===== src/dsm_pkg.sv =====
// dsm_pkg: shared constants for the debug serial memory port
// assumes: both ends compiled against this package
`default_nettype none
package dsm_pkg;
  localparam int          DSM_CMD_W      = 8;
  localparam int          DSM_ADDR_W     = 16;
  localparam int          DSM_DATA_W     = 16;
  localparam logic [7:0]  DSM_CMD_WRITE  = 8'h02;
  localparam logic [7:0]  DSM_CMD_READ   = 8'h03;
  localparam int          DSM_RESET_CLKS = 2;
  localparam logic [5:0]  DSM_HALF_DIV   = 6'h08;
  localparam logic [15:0] DSM_ADDR_RST   = 16'h0000;
  localparam logic [15:0] DSM_DATA_RST   = 16'h0000;
endpackage
`default_nettype wire


===== src/dsm_link_if.sv =====
// dsm_link_if: serial debug link between master and slave
// assumes: master drives clock, select and command line; slave drives return line
`timescale 1ns/100ps
`default_nettype none
interface dsm_link_if;
  logic sclk;
  logic cs_n;
  logic mosi;
  logic miso;
  modport slave  (input sclk, input cs_n, input mosi, output miso);
  modport master (output sclk, output cs_n, output mosi, input miso);
endinterface
`default_nettype wire


===== src/dsm_master.sv =====
// dsm_master: debug serial master issuing single or burst word accesses
// assumes: user holds request until busy or wdata_take; return line asynchronous to clk
`timescale 1ns/100ps
`default_nettype none
module dsm_master
  import dsm_pkg::*;
#(
  parameter int MAX_WORDS = 256
)
(
  input  wire logic        clk,
  input  wire logic        resetn,
  dsm_link_if.master       link,
  input  wire logic        start,
  input  wire logic        is_read,
  input  wire logic [15:0] addr,
  input  wire logic [8:0]  nwords,
  input  wire logic [15:0] wdata,
  output logic             wdata_take,
  output logic [15:0]      rdata,
  output logic             rdata_valid,
  output logic [15:0]      check_word,
  output logic             busy,
  output logic             done,
  output logic             idle_halted
);
  typedef enum logic [2:0] {DSM_M_IDLE = 3'b000, DSM_M_RST = 3'b001, DSM_M_SHIFT = 3'b011,
                            DSM_M_END = 3'b010} dsm_mstate_e;

  dsm_mstate_e st_q, st_d;
  logic [5:0]  div_q, div_d;
  logic        sclk_q, sclk_d;
  logic        cs_n_q, cs_n_d;
  logic        mosi_q, mosi_d;
  logic [39:0] sh_q, sh_d;
  logic [5:0]  bit_q, bit_d;
  logic [8:0]  left_q, left_d;
  logic        rd_q, rd_d;
  logic        chk_q, chk_d;
  logic [15:0] rx_q, rx_d;
  logic [15:0] rdata_q, rdata_d;
  logic        rv_q, rv_d;
  logic [15:0] chkw_q, chkw_d;
  logic        take_q, take_d;
  logic        done_q, done_d;
  logic [1:0]  miso_s_q, miso_s_d;
  logic [1:0]  rcnt_q, rcnt_d;
  logic        tick;

  assign tick = (div_q == DSM_HALF_DIV - 6'h1);

  always_comb
  begin
    st_d = st_q; div_d = tick ? 6'h0 : div_q + 6'h1;
    sclk_d = sclk_q; cs_n_d = cs_n_q; mosi_d = mosi_q; sh_d = sh_q;
    bit_d = bit_q; left_d = left_q; rd_d = rd_q; chk_d = chk_q;
    rx_d = rx_q; rdata_d = rdata_q; rv_d = 1'b0; chkw_d = chkw_q;
    take_d = 1'b0; done_d = 1'b0; rcnt_d = rcnt_q;
    miso_s_d = {miso_s_q[0], link.miso};
    unique case (st_q)
      DSM_M_IDLE:
        if (start && tick)
        begin
          st_d = DSM_M_RST; rcnt_d = 2'h0; rd_d = is_read;
          // burst length clamped to what the user side can feed
          left_d = (nwords == 9'h0) ? 9'h1 : (nwords > 9'(MAX_WORDS)) ? 9'(MAX_WORDS) : nwords;
          sh_d = {is_read ? DSM_CMD_READ : DSM_CMD_WRITE, addr, wdata};
          take_d = ~is_read;
        end
      DSM_M_RST:
        if (tick)
        begin
          sclk_d = ~sclk_q;
          if (sclk_q && rcnt_q == 2'(DSM_RESET_CLKS - 1))
          begin
            st_d = DSM_M_SHIFT; cs_n_d = 1'b0; bit_d = 6'h0; chk_d = rd_q;
            mosi_d = sh_q[39];
          end
          else if (sclk_q)
            rcnt_d = rcnt_q + 2'h1;
        end
      DSM_M_SHIFT:
        if (tick)
        begin
          sclk_d = ~sclk_q;
          if (!sclk_q)
          begin
            // rising edge: slave samples mosi, master samples miso
            rx_d = {rx_q[14:0], miso_s_q[1]};
            bit_d = bit_q + 6'h1;
            if (bit_q >= 6'd24 && bit_q[3:0] == 4'h7)
            begin
              if (rd_q && chk_q)
              begin
                chkw_d = {rx_q[14:0], miso_s_q[1]}; chk_d = 1'b0;
              end
              else
              begin
                if (rd_q)
                begin
                  rdata_d = {rx_q[14:0], miso_s_q[1]}; rv_d = 1'b1;
                end
                left_d = left_q - 9'h1;
                if (left_q == 9'h1)
                  st_d = DSM_M_END;
              end
              bit_d = 6'd24;
              if (!rd_q && left_q != 9'h1)
              begin
                sh_d[39:24] = wdata; take_d = 1'b1;
              end
            end
            else
              sh_d = {sh_q[38:0], 1'b0};
          end
          else
            mosi_d = sh_q[39];
        end
      DSM_M_END:
        if (tick)
        begin
          cs_n_d = 1'b1; sclk_d = 1'b0; st_d = DSM_M_IDLE; done_d = 1'b1;
        end
      default:
        st_d = DSM_M_IDLE;
    endcase
  end

  always_ff @(posedge clk or negedge resetn)
  begin
    if (!resetn)
    begin
      st_q <= DSM_M_IDLE; div_q <= 6'h0; sclk_q <= 1'b0; cs_n_q <= 1'b1;
      mosi_q <= 1'b0; sh_q <= 40'h0; bit_q <= 6'h0; left_q <= 9'h0;
      rd_q <= 1'b0; chk_q <= 1'b0; rx_q <= 16'h0; rdata_q <= 16'h0;
      rv_q <= 1'b0; chkw_q <= 16'h0; take_q <= 1'b0; done_q <= 1'b0;
      miso_s_q <= 2'h0; rcnt_q <= 2'h0;
    end
    else
    begin
      st_q <= st_d; div_q <= div_d; sclk_q <= sclk_d; cs_n_q <= cs_n_d;
      mosi_q <= mosi_d; sh_q <= sh_d; bit_q <= bit_d; left_q <= left_d;
      rd_q <= rd_d; chk_q <= chk_d; rx_q <= rx_d; rdata_q <= rdata_d;
      rv_q <= rv_d; chkw_q <= chkw_d; take_q <= take_d; done_q <= done_d;
      miso_s_q <= miso_s_d; rcnt_q <= rcnt_d;
    end
  end

  assign link.sclk   = sclk_q;
  assign link.cs_n   = cs_n_q;
  assign link.mosi   = mosi_q;
  assign wdata_take  = take_q;
  assign rdata       = rdata_q;
  assign rdata_valid = rv_q;
  assign check_word  = chkw_q;
  assign busy        = (st_q != DSM_M_IDLE);
  assign done        = done_q;
  assign idle_halted = miso_s_q[1] & cs_n_q;
endmodule
`default_nettype wire


===== src/flat_wrapper.sv =====
// flat-port wrapper written by rule: the top's interface ports become plain ports
module dsm_master_flat import dsm_pkg::*;
#(
  parameter int MAX_WORDS = 256
)
  (clk, resetn, start, is_read, addr, nwords, wdata, wdata_take, rdata, rdata_valid, check_word, busy, done, idle_halted, link_sclk, link_cs_n, link_mosi, link_miso);
  dsm_link_if link_i ();
  input  wire logic clk;
  input  wire logic resetn;
  input  wire logic start;
  input  wire logic is_read;
  input  wire logic [15:0] addr;
  input  wire logic [8:0] nwords;
  input  wire logic [15:0] wdata;
  output logic wdata_take;
  output logic [15:0] rdata;
  output logic rdata_valid;
  output logic [15:0] check_word;
  output logic busy;
  output logic done;
  output logic idle_halted;
  output wire logic [$bits(link_i.sclk)-1:0] link_sclk;
  output wire logic [$bits(link_i.cs_n)-1:0] link_cs_n;
  output wire logic [$bits(link_i.mosi)-1:0] link_mosi;
  input wire logic [$bits(link_i.miso)-1:0] link_miso;
  assign link_sclk = link_i.sclk;
  assign link_cs_n = link_i.cs_n;
  assign link_mosi = link_i.mosi;
  assign link_i.miso = link_miso;
  dsm_master #(.MAX_WORDS(MAX_WORDS)) u_core (.clk(clk), .resetn(resetn), .link(link_i), .start(start), .is_read(is_read), .addr(addr), .nwords(nwords), .wdata(wdata), .wdata_take(wdata_take), .rdata(rdata), .rdata_valid(rdata_valid), .check_word(check_word), .busy(busy), .done(done), .idle_halted(idle_halted));
endmodule

===== config.mk =====
export PLATFORM = sky130hd
export DESIGN_NAME = dsm_master_flat
export DESIGN_NICKNAME = d
export VERILOG_FILES = /design/src/dsm_pkg.sv /design/src/dsm_link_if.sv /design/src/dsm_master.sv /design/src/flat_wrapper.sv
export SDC_FILE = /design/constraint.sdc
export NUM_CORES = 1
export LEC_CHECK = 0
export ABC_AREA = 1
export BUFFER_PORTS_ARGS = -buffer_cell sky130_fd_sc_hd__buf_4
export CAP_MARGIN = 40
export CELL_PAD_IN_SITES_DETAIL_PLACEMENT = 1
export CELL_PAD_IN_SITES_GLOBAL_PLACEMENT = 1
export CORE_UTILIZATION = 42
export DETAILED_ROUTE_END_ITERATION = 10
export PLACE_DENSITY = 0.8
export SLEW_MARGIN = 25
export SYNTH_ARGS = -nofsm -noshare
export SYNTH_HDL_FRONTEND = slang
export SYNTH_SLANG_ARGS = --single-unit

===== constraint.sdc =====
create_clock -name clk -period 2.26 [get_ports clk]
set_input_delay 0.452 -clock clk [delete_from_list [all_inputs] [get_ports clk]]
set_output_delay 0.452 -clock clk [all_outputs]
set_load 0.01 [all_outputs]

### Word-level counts from Yosys, hierarchy flattened

Index checks and enable logic that the tools add are counted.

* flip-flop bits (word level): 123
* input bits: 46
* output and inout port bits: 40
* word-level logic and storage cells: 153

* $add $sub $neg: 4
* order comparisons: 2
* equal/unequal tests: 24
* muxes and demuxes: 71
* bitwise logic cells: 4
* reduce and logical (&&, ||, !) cells: 29

Operators with widths (number)
* 40-bit 2-to-1 mux: 3
* 40-bit case mux with 2 select lines: 1
* 9-bit 2-to-1 mux: 7
* 6-bit 2-to-1 mux: 6
* 16-bit 2-to-1 mux: 2
* 5-bit AND reduction: 6
* 1-bit 2-to-1 mux: 29
* 3-bit 2-to-1 mux: 9
* 24-bit 2-to-1 mux: 1
* 2-bit by 1-bit != test with 1-bit output (second input constant): 11
* 9-bit case mux with 2 select lines: 1
* 6-bit by 1-bit adder with 6-bit output (second input constant): 2
* 3-bit case mux with 4 select lines: 1
* 6-bit case mux with 2 select lines: 1
* 6-bit AND reduction: 2
* 1-bit case mux with 2 select lines: 5
* 2-bit nonzero test: 5
* 9-bit by 1-bit == test with 1-bit output (second input constant): 1
* 9-bit > comparator (second input constant): 1
* 9-bit zero test: 1
* 9-bit by 1-bit != test with 1-bit output (second input constant): 1
* 9-bit AND reduction: 1
* 9-bit by 1-bit subtractor with 9-bit output (second input constant): 1
* 2-bit 2-to-1 mux: 4
* other kinds (21): 32

### Depth between registers and ports, before layout

Gate-level depths: netlist of run 1.

* depth after elaboration: 7
* mapped depth: 12

### Worst setup path before layout of run 1

OpenSTA, ideal clock, no wires.

* path kind: flip-flop to flip-flop
* from: register u_core.div_q[0]
* to: register u_core.sh_q[16]
* setup time: 0.116 ns
* arrival time: 1.543 ns
* data required time: 2.144 ns
* path slack: 0.600 ns
* cell stages (with the launch flop): 13
* clock period less this slack: 1.660 ns
* cells stage by stage: dfrtp_1 ha_1 nand2_2 nor2_4 nand3_2 nand2_1 nand2_2 nor2_4 buf_6 nand2_2 buf_2 nand2_1 nand2_1

* cells in the longest elaborated chain, start to end: 4
* elaborated cells between the ends (all ways): 5

RTL lines
* start, declared: line dsm_master.sv:31 `logic [5:0] div_q, div_d;`
* start signal, assigned: line dsm_master.sv:141 `st_q <= st_d; div_q <= div_d; sclk_q <= sclk_d; cs_n_q <= cs_n_d;`
* 6-bit by 3-bit == test with 1-bit output *: line dsm_master.sv:50 `assign tick = (div_q == DSM_HALF_DIV - 6'h1);`
* 1-bit logical AND: line dsm_master.sv:62 `if (start && tick)`
* 2-bit by 1-bit != test with 1-bit output (no source line)
* 5-bit AND reduction (no source line) *
* end signal, assigned: line dsm_master.sv:134 `mosi_q <= 1'b0; sh_q <= 40'h0; bit_q <= 6'h0; left_q <= 9'h0;`
* end signal, assigned: line dsm_master.sv:142 `mosi_q <= mosi_d; sh_q <= sh_d; bit_q <= bit_d; left_q <= left_d;`
* end, declared: line dsm_master.sv:35 `logic [39:0] sh_q, sh_d;`

Mark *: on every way between the ends. The rest lies on a longest branch, timed or not.
A chain may end at the register's enable or synchronous reset.

### Worst setup path in the final report of run 1

* from: register u_core.div_q[0]
* to: register u_core.sh_q[33]

Same word-level chain as after synthesis.

==> results of run 1 <==
-- area by class of cell --
cell class / instances / area [um^2]
fill: 1658 / 6110
sequential: 122 / 3050
multi-input combinational: 512 / 2430
timing repair buffer: 100 / 776
clock buffer: 24 / 482
inverter: 63 / 236
tap: 176 / 220
clock inverter: 7 / 139
-- cell usage after synthesis (3+ instances only) --
master	instances
sky130_fd_sc_hd__inv_1	58
sky130_fd_sc_hd__buf_2	11
sky130_fd_sc_hd__nand2_2	6
sky130_fd_sc_hd__mux2i_1	6
sky130_fd_sc_hd__nor2_4	4
sky130_fd_sc_hd__o21ai_0	71
sky130_fd_sc_hd__nand3_1	63
sky130_fd_sc_hd__inv_2	5
sky130_fd_sc_hd__nand2_1	270
sky130_fd_sc_hd__dfrtp_1	121
sky130_fd_sc_hd__buf_4	3
sky130_fd_sc_hd__nor2_1	28
sky130_fd_sc_hd__ha_1	11
sky130_fd_sc_hd__a21oi_1	4
sky130_fd_sc_hd__clkbuf_1	14
sky130_fd_sc_hd__a22oi_1	6
sky130_fd_sc_hd__xor2_1	5
sky130_fd_sc_hd__buf_6	3
sky130_fd_sc_hd__nand4_1	4
sky130_fd_sc_hd__o21ai_1	17
-- cell families (layout without fill, tap and decap cells) --
family | Yosys count | in the layout | synth area share
compound gates | 105 | 105 | 0.0944
xor+xnor | 7 | 7 | 0.0104
fa+ha+maj | 11 | 11 | 0.0234
buf+inv | 94 | 194 | 0.0682
flops | 122 | 122 | 0.520
mux | 6 | 6 | 0.0102
simple gates | 383 | 383 | 0.273
-- worst max-delay path: cells and delay by family (launching register included) --
family / cells / cell delay [ns]
flip-flops: 1 / 0.37
AND/OR/NAND/NOR: 8 / 1.25
adder cells (fa/ha/maj): 1 / 0.20
AO/OA/AOI/OAI: 1 / 0.07
-- worst paths after layout --
path	end	slack, ns	cells past startpoint
min in group clk	u_core.miso_s_q[0]	0.14	1
worst min-delay path	u_core.div_q[0]	-0.003	1
worst max-delay path	u_core.sh_q[33]	0.24	10
worst min register to register	u_core.miso_s_q[1]	0.35	0
max in group asynchronous	u_core.link.cs_n	1.58	2
worst max register to register	u_core.sh_q[33]	0.24	10
-- through the flow --
| step | util | cells | area [um^2] |
|---|---|---|---|
| floorplan | - | 728 | 5870 |
| global placement | 0.497 | 971 | 6690 |
| detailed placement | 0.497 | 971 | 6690 |
| CTS | 0.545 | 1004 | 7330 |
| global route | 0.545 | 1004 | 7340 |
| finish | 0.545 | 1004 | 7340 |
-- power by group through the flow --
stage                     Combinational (mW)  Clock [mW]  Sequential [mW]
after floorplan                         2.14           0             2.95
after global placement                  2.65           0             3.03
after detailed placement                2.84           0             3.05
after CTS                               2.91        2.93             3.03
after global routing                    3.28        3.04             3.09
final                                   2.89        2.89             3.04
-- sequential cells by signal, indices dropped and copies added (netlist names) --
| name | flops |
|---|---|
| u_core.bit_q | 6 |
| u_core.check_word | 16 |
| u_core.chk_q | 1 |
| u_core.div_q | 6 |
| u_core.done | 1 |
| u_core.left_q | 9 |
| u_core.link.cs_n | 1 |
| u_core.link.mosi | 1 |
| u_core.link.sclk | 1 |
| u_core.miso_s_q | 2 |
| u_core.rcnt_q | 2 |
| u_core.rd_q | 1 |
| u_core.rdata | 16 |
| u_core.rdata_valid | 1 |
| u_core.rx_q | 15 |
| u_core.sh_q | 40 |
| u_core.st_q | 2 |
| u_core.wdata_take | 1 |
-- metal layers --
| metal | track usage | vias up |
|---|---|---|
| met5 | 0 | - |
| met4 | 0.0988 | 0 |
| met2 | 0.433 | 97 |
| met3 | 0.0486 | 28 |
| met1 | 0.302 | 2592 |
| li1 | - | 2492 |
-- what timing repair did --
item	in CTS	in global routing
setup buffers	2	0
pin swaps	1	0
cloned	0	0
endpoints found under the setup margin	9	10
gates resized for setup	1	2
==> metrics.txt, run 1 <==
# TYPE chip_impl_metric gauge
chip_impl_metric{name="synth.yosys.warnings",unit=""} 0
chip_impl_metric{name="final-hold-violation-count",unit=""} 2
chip_impl_metric{name="required_time_of_the_critical_path",unit="ns"} 2.55
chip_impl_metric{name="antenna_violating_nets_left",unit=""} 0
chip_impl_info{name="crit_path_top_delay_cell",value="sky130_fd_sc_hd__dfrtp_1"} 1
chip_impl_metric{name="synth-edff-count",unit=""} 0
chip_impl_metric{name="final.period_utilization",unit=""} 0.894
chip_impl_metric{name="clock_sinks",unit=""} 122
chip_impl_metric{name="place_ws",unit="ns"} -0.0256
chip_impl_metric{name="top_level_ports",unit=""} 86
chip_impl_metric{name="final-setup-viol-count",unit=""} 0
chip_impl_metric{name="cpPeakStageDelay",unit="ns"} 0.37
chip_impl_metric{name="core",unit="um^2"} 13500
chip_impl_metric{name="die-width",unit="um"} 120
chip_impl_info{name="ys.flop_type",value="sky130_fd_sc_hd__dfrtp_1"} 1
chip_impl_metric{name="dpl.hpwl",unit="mm"} 11.4
chip_impl_metric{name="via_count",unit=""} 5209
chip_impl_metric{name="p_clk_frac",unit=""} 0.328
chip_impl_metric{name="clock_tree.buffer_depth",unit=""} 2
chip_impl_metric{name="cts_hold_buffers",unit=""} 0
chip_impl_metric{name="die_area",unit="um^2"} 14500
chip_impl_info{name="yosys.area.top_type",value="sky130_fd_sc_hd__dfrtp_1"} 1
chip_impl_metric{name="timing.final.ws_setup",unit="ns"} 0.240
chip_impl_metric{name="vias_per_cell",unit=""} 5.19
chip_impl_metric{name="drive_gt1_frac",unit=""} 0.181
chip_impl_metric{name="timing.clock.skew",unit="ns"} 0.00706
chip_impl_metric{name="synth.avg_cell_area",unit="um^2"} 8.07
chip_impl_metric{name="synth_seq_area_share",unit=""} 0.520
chip_impl_metric{name="worstPathArrival",unit="ns"} 2.31
chip_impl_metric{name="syn_nets",unit=""} 785
chip_impl_metric{name="worst_skew_pair.late_latency",unit="ns"} 0.42
chip_impl_info{name="kind_of_start_point_of_the_critical_path",value="register"} 1
chip_impl_info{name="worst_setup_path_end_kind",value="register"} 1
chip_impl_metric{name="seq_power_share",unit=""} 0.344
chip_impl_metric{name="peak_freq",unit="MHz"} 495
chip_impl_metric{name="comb_power_share",unit=""} 0.328
chip_impl_info{name="violated_checks",value="hold timing"} 1
chip_impl_metric{name="drtIter0Drc",unit=""} 292
chip_impl_metric{name="wl_met3",unit="um"} 535
chip_impl_metric{name="portBuffers",unit=""} 85
chip_impl_info{name="crit_chain",value="ha_1 -> nand2_2 -> nor2_4 -> nand3_2 -> nand2_1 -> nand2_2 -> nor2_4 -> nand2_2 -> nand2_1 -> o21ai_1"} 1
chip_impl_info{name="most_frequent_cell_on_the_critical_path",value="sky130_fd_sc_hd__nand2_2"} 1
chip_impl_metric{name="routed_wl",unit="mm"} 16.7
chip_impl_metric{name="number_of_levels_in_the_clock_h_tree",unit=""} 4
chip_impl_info{name="synth_area_leaders",value="sky130_fd_sc_hd__dfrtp_1 (52%), sky130_fd_sc_hd__nand2_1 (17%), sky130_fd_sc_hd__o21ai_0 (6.1%), sky130_fd_sc_hd__nand3_1 (5.4%), sky130_fd_sc_hd__inv_1 (3.7%)"} 1
chip_impl_metric{name="powerDensity",unit="nW/um^2"} 1200
chip_impl_metric{name="first_global_vias",unit=""} 5658
chip_impl_info{name="mostFrequentLayoutCell",value="sky130_fd_sc_hd__nand2_1"} 1
chip_impl_metric{name="route.detailed.wl_per_inst",unit="um"} 16.7
chip_impl_info{name="worstHoldPathType",value="input pin to async pin"} 1
chip_impl_metric{name="vdd.ir_drop.worst",unit="mV"} 0.635
chip_impl_metric{name="report.final.slew_viol_count",unit=""} 0
chip_impl_metric{name="drt_drc_violations_left",unit=""} 0
chip_impl_metric{name="start_util",unit=""} 0.437
chip_impl_metric{name="portion_of_synthesized_cell_area_occupied_by_the_leading_cell_type",unit=""} 0.516
chip_impl_metric{name="ys_async_sr_fraction",unit=""} 1.00
chip_impl_metric{name="grt_usage",unit=""} 0.249
chip_impl_metric{name="timing_worst_slew_pin_value",unit="ns"} 0.553
chip_impl_metric{name="power.total",unit="mW"} 8.82
chip_impl_info{name="clock-root-buffer",value="sky130_fd_sc_hd__clkbuf_16"} 1
chip_impl_metric{name="synth_cells",unit=""} 728
chip_impl_metric{name="dr_wl_met2",unit="mm"} 8.65
chip_impl_metric{name="power.switching_fraction",unit=""} 0.371
chip_impl_metric{name="postSynthRegisterBits",unit=""} 122
chip_impl_info{name="critPathKind",value="register to register"} 1
chip_impl_metric{name="setup-tns-final",unit="ns"} 0
chip_impl_metric{name="cellLeakagePower",unit="nW"} 3.76
chip_impl_info{name="outcome",value="finished, violations left"} 1
chip_impl_metric{name="rows",unit=""} 42
chip_impl_info{name="worst_setup_path_startpoint",value="u_core.div_q[0]"} 1
chip_impl_metric{name="wl_met1",unit="mm"} 7.19
chip_impl_metric{name="antenna_found_initial",unit=""} 0
chip_impl_metric{name="grt_max_degree",unit=""} 55
chip_impl_info{name="grt_setup_unrepaired",value="no"} 1
chip_impl_metric{name="relative_max_transition_margin",unit=""} 0.628
chip_impl_metric{name="place_congestion",unit=""} 0.852
chip_impl_metric{name="hold_ws",unit="ns"} -0.00264
chip_impl_metric{name="grt_pass1_wl",unit="mm"} 28.0
chip_impl_metric{name="grt_overflow_total",unit=""} 0
chip_impl_metric{name="finalNetCount",unit=""} 873
chip_impl_info{name="tritoncts_clock_tree",value="done"} 1
chip_impl_metric{name="cap_violations",unit=""} 0
chip_impl_info{name="layout_common_cells",value="sky130_fd_sc_hd__nand2_1 (270), sky130_fd_sc_hd__dfrtp_1 (121), sky130_fd_sc_hd__buf_4 (98), sky130_fd_sc_hd__o21ai_0 (71), sky130_fd_sc_hd__nand3_1 (63)"} 1
chip_impl_metric{name="count_of_distinct_cell_types_in_the_synthesized_netlist",unit=""} 33
chip_impl_metric{name="finalCriticalPeriod",unit="ns"} 2.02
chip_impl_metric{name="cts_buffers",unit=""} 17
chip_impl_metric{name="area_delta_synth_final",unit="%"} 24.9
chip_impl_metric{name="first_pass_iters",unit=""} 4
chip_impl_metric{name="diodes",unit=""} 0
chip_impl_metric{name="crit_fanout",unit=""} 23
chip_impl_metric{name="cts.clk_slew.worst_paths",unit="ns"} 0.05
chip_impl_metric{name="syn_area",unit="um^2"} 5870
chip_impl_metric{name="p_int",unit="mW"} 5.55
chip_impl_info{name="routed.top_layer",value="met4"} 1
chip_impl_metric{name="switching_power",unit="mW"} 3.27
chip_impl_metric{name="die_y",unit="um"} 120
chip_impl_info{name="worst_r2r_startpoint",value="u_core.div_q[0]"} 1
Power figures use the tool's default switching activity.
==> run 2: changes to the inputs <==
Clock period 2.26 ns to 1.86 ns, I/O delays scaled along.
==> run 2 against run 1 <==
  * The run ends with setup timing left
  * Power increased by 31%
  * Largest cell class unchanged
  * Hold slack improved by 0.061 ns
  * Maximum frequency increased by 3.7%
  * Clock power increased by 9.0%
  * Sequential share of layout area decreased by 2.1 points
  * Cell count increased by 3.0%
  * First-iteration DRC count increased by 7.9%
  * Flip-flop and latch count unchanged
  * Highest routed layer unchanged
  * Global-route usage increased by 1.0 points
  * Register-to-register slack got worse by 0.33 ns
  * Design area increased by 5.4%
==> metrics.txt, run 2 (synthesized netlist as in run 1, its figures left out) <==
# TYPE chip_impl_metric gauge
chip_impl_metric{name="switching_power",unit="mW"} 4.58
chip_impl_metric{name="post_dp_cell_area",unit="um^2"} 6850
chip_impl_metric{name="portBuffers",unit=""} 85
chip_impl_metric{name="drive_gt1_frac",unit=""} 0.262
chip_impl_info{name="critPathKind",value="register to register"} 1
chip_impl_metric{name="worstPathArrival",unit="ns"} 2.26
chip_impl_metric{name="cts.clk_slew.worst_paths",unit="ns"} 0.06
chip_impl_metric{name="final.period_utilization",unit=""} 1.05
chip_impl_metric{name="final-setup-viol-count",unit=""} 27
chip_impl_info{name="worst_r2r_startpoint",value="u_core.div_q[0]"} 1
chip_impl_metric{name="powerDensity",unit="nW/um^2"} 1490
chip_impl_metric{name="timing_worst_slew_pin_value",unit="ns"} 0.657
chip_impl_metric{name="die_area",unit="um^2"} 14500
chip_impl_metric{name="start_util",unit=""} 0.437
chip_impl_info{name="grt_setup_unrepaired",value="yes"} 1
chip_impl_info{name="layout_common_cells",value="sky130_fd_sc_hd__nand2_1 (235), sky130_fd_sc_hd__dfrtp_1 (121), sky130_fd_sc_hd__buf_4 (113), sky130_fd_sc_hd__o21ai_0 (68), sky130_fd_sc_hd__nand3_1 (61)"} 1
chip_impl_metric{name="die_y",unit="um"} 120
chip_impl_metric{name="reg2regPathDepth",unit=""} 8
chip_impl_metric{name="first_global_vias",unit=""} 5799
chip_impl_metric{name="cts_buffers",unit=""} 17
chip_impl_metric{name="drt_drc_violations_left",unit=""} 0
chip_impl_metric{name="clock_tree.buffer_depth",unit=""} 2
chip_impl_metric{name="required_time_of_the_critical_path",unit="ns"} 2.17
chip_impl_metric{name="final-hold-violation-count",unit=""} 0
chip_impl_metric{name="number_of_levels_in_the_clock_h_tree",unit=""} 4
chip_impl_metric{name="cpPeakStageDelay",unit="ns"} 0.38
chip_impl_metric{name="antenna_found_initial",unit=""} 1
chip_impl_metric{name="p_clk_frac",unit=""} 0.273
chip_impl_metric{name="finalCriticalPeriod",unit="ns"} 1.95
chip_impl_metric{name="power.total",unit="mW"} 11.5
chip_impl_metric{name="finalNetCount",unit=""} 902
chip_impl_info{name="crit-reg2reg-capture",value="u_core.check_word[7]"} 1
chip_impl_info{name="worst_setup_path_startpoint",value="u_core.div_q[0]"} 1
chip_impl_metric{name="rows",unit=""} 42
chip_impl_info{name="violated_checks",value="setup timing"} 1
chip_impl_metric{name="top_level_ports",unit=""} 86
chip_impl_metric{name="grt_pass1_wl",unit="mm"} 28.8
chip_impl_metric{name="comb_power_share",unit=""} 0.401
chip_impl_metric{name="drtIter0Drc",unit=""} 315
chip_impl_metric{name="report.final.slew_viol_count",unit=""} 0
chip_impl_metric{name="via_count",unit=""} 5435
chip_impl_info{name="tritoncts_clock_tree",value="done"} 1
chip_impl_metric{name="r2r_setup_slack",unit="ns"} -0.09
chip_impl_metric{name="hold_ws",unit="ns"} 0.0582
chip_impl_metric{name="first_pass_iters",unit=""} 4
chip_impl_info{name="clock-root-buffer",value="sky130_fd_sc_hd__clkbuf_16"} 1
chip_impl_metric{name="cap_violations",unit=""} 0
chip_impl_metric{name="vdd.ir_drop.worst",unit="mV"} 0.700
chip_impl_metric{name="worst_skew_pair.late_latency",unit="ns"} 0.43
chip_impl_metric{name="seq_power_share",unit=""} 0.326
chip_impl_metric{name="core",unit="um^2"} 13500
chip_impl_metric{name="relative_max_transition_margin",unit=""} 0.558
chip_impl_metric{name="diodes",unit=""} 0
chip_impl_metric{name="timing.final.ws_setup",unit="ns"} -0.0880
chip_impl_metric{name="final_cell_area",unit="um^2"} 7730
chip_impl_metric{name="fillerInstances",unit=""} 1634
chip_impl_info{name="worstSetupEndpoint",value="u_core.check_word[7]"} 1
chip_impl_info{name="worstHoldPathType",value="input pin to register"} 1
chip_impl_info{name="largest-register",value="u_core.sh_q"} 1
chip_impl_metric{name="timing.clock.skew",unit="ns"} 0.00901
chip_impl_metric{name="crit_fanout",unit=""} 32
chip_impl_info{name="mostFrequentLayoutCell",value="sky130_fd_sc_hd__nand2_1"} 1
chip_impl_metric{name="vias_per_cell",unit=""} 5.26
chip_impl_info{name="crit_path_top_delay_cell",value="sky130_fd_sc_hd__dfrtp_1"} 1
chip_impl_metric{name="area_delta_synth_final",unit="%"} 31.6
chip_impl_metric{name="antenna_violating_nets_left",unit=""} 0
chip_impl_metric{name="p_int",unit="mW"} 6.94
chip_impl_info{name="outcome",value="finished, violations left"} 1
chip_impl_metric{name="clock_sinks",unit=""} 122
chip_impl_metric{name="grt_usage",unit=""} 0.259
chip_impl_metric{name="power.switching_fraction",unit=""} 0.398
chip_impl_info{name="crit_chain",value="ha_2 -> nand2_2 -> nor2_4 -> nand2_2 -> nor2_4 -> nand3_1 -> buf_12 -> o21ai_0"} 1
chip_impl_info{name="worst_setup_path_end_kind",value="register"} 1
chip_impl_metric{name="grt_overflow_total",unit=""} 0
chip_impl_metric{name="place_ws",unit="ns"} -0.234
chip_impl_info{name="kind_of_start_point_of_the_critical_path",value="register"} 1
chip_impl_metric{name="grt_max_degree",unit=""} 78
chip_impl_metric{name="die-width",unit="um"} 120
chip_impl_metric{name="cellLeakagePower",unit="nW"} 3.91
chip_impl_metric{name="place_congestion",unit=""} 0.847
chip_impl_metric{name="largest_reg_flops",unit=""} 40
chip_impl_metric{name="hold_path_depth",unit=""} 1
chip_impl_metric{name="routed_wl",unit="mm"} 18.3
chip_impl_metric{name="peak_freq",unit="MHz"} 513
chip_impl_metric{name="dpl.hpwl",unit="mm"} 11.6
chip_impl_metric{name="route.detailed.wl_per_inst",unit="um"} 17.7
## run 2: cell types whose count changed in the layout (fill, tap and decap cells not counted), sizes merged
cell           before  now
bufinv              4    1
buf               100  127
clkbuf             24   21
inv                63   64
clkdlybuf4s15       0    1
dlygate4sd3         0    1
clkinvlp            0    2
clkinv              3    7
## run 2: worst min path at each step
stage | start | endpoint | slack (ns)
4_1_cts | link_miso | u_core.miso_s_q[0] | 0.05
2_1_floorplan | resetn | u_core.bit_q[0] | 0.08
6_report | link_miso | u_core.miso_s_q[0] | 0.06
3_3_place_gp | u_core.miso_s_q[0] | u_core.miso_s_q[1] | 0.33
5_1_grt | link_miso | u_core.miso_s_q[0] | 0.05
3_5_place_dp | u_core.miso_s_q[0] | u_core.miso_s_q[1] | 0.34
## run 2: layout make-up
type | instances | area (um^2) | share of cell area
flip-flops and latches | 122 | 3050 | 0.395
multi-input cells | 512 | 2580 | 0.334
repair buffers | 129 | 1080 | 0.140
clock buffers | 21 | 460 | 0.0596
inverters | 63 | 239 | 0.0309
well taps | 176 | 220 | 0.0285
clock inverters | 11 | 96.3 | 0.0125
## run 2: power by group through the flow
| stage | logic [mW] | registers, mW | clock network (mW) |
|---|---|---|---|
| CTS | 4.07 | 3.68 | 3.17 |
| detailed placement | 3.90 | 3.70 | 0 |
| finish | 4.63 | 3.75 | 3.15 |
| global route | 5.11 | 3.81 | 3.26 |
| floorplan | 2.60 | 3.59 | 0 |
| global placement | 3.66 | 3.66 | 0 |
## run 2: critical path, delay by kind of cell, from the launching register on
kind | cells | cell delay (ns)
AND/OR/NAND/NOR | 5 | 0.76
flip-flops | 1 | 0.38
AO/OA/AOI/OAI | 1 | 0.28
buffers and inverters | 1 | 0.20
adder cells (fa/ha/maj) | 1 | 0.20
## run 2: repair_timing
| item | in CTS | in global routing |
|---|---|---|
| gates resized for setup | 9 | 56 |
| hold endpoints to repair | 8 | 0 |
| cloned | 0 | 1 |
| hold buffers | 1 | 0 |
| pin swaps | 6 | 9 |
| endpoints found under the setup margin | 64 | 104 |
| setup buffers | 7 | 6 |
## run 2: metal layers
| metal | part of all wire | GRT usage |
|---|---|---|
| met5 | 0 | 0 |
| met3 | 0.035 | 0.0528 |
| met4 | 0.023 | 0.108 |
| met2 | 0.51 | 0.444 |
| met1 | 0.43 | 0.317 |
## run 2: through the flow
step / std cells / TNS (ns) / util
after floorplan: 728 / 0 / -
after global placement: 987 / -0.729 / 0.509
after detailed placement: 987 / -4.58 / 0.509
after CTS: 1027 / 0 / 0.559
after global routing: 1034 / -6.85 / 0.575
final: 1034 / -0.626 / 0.575
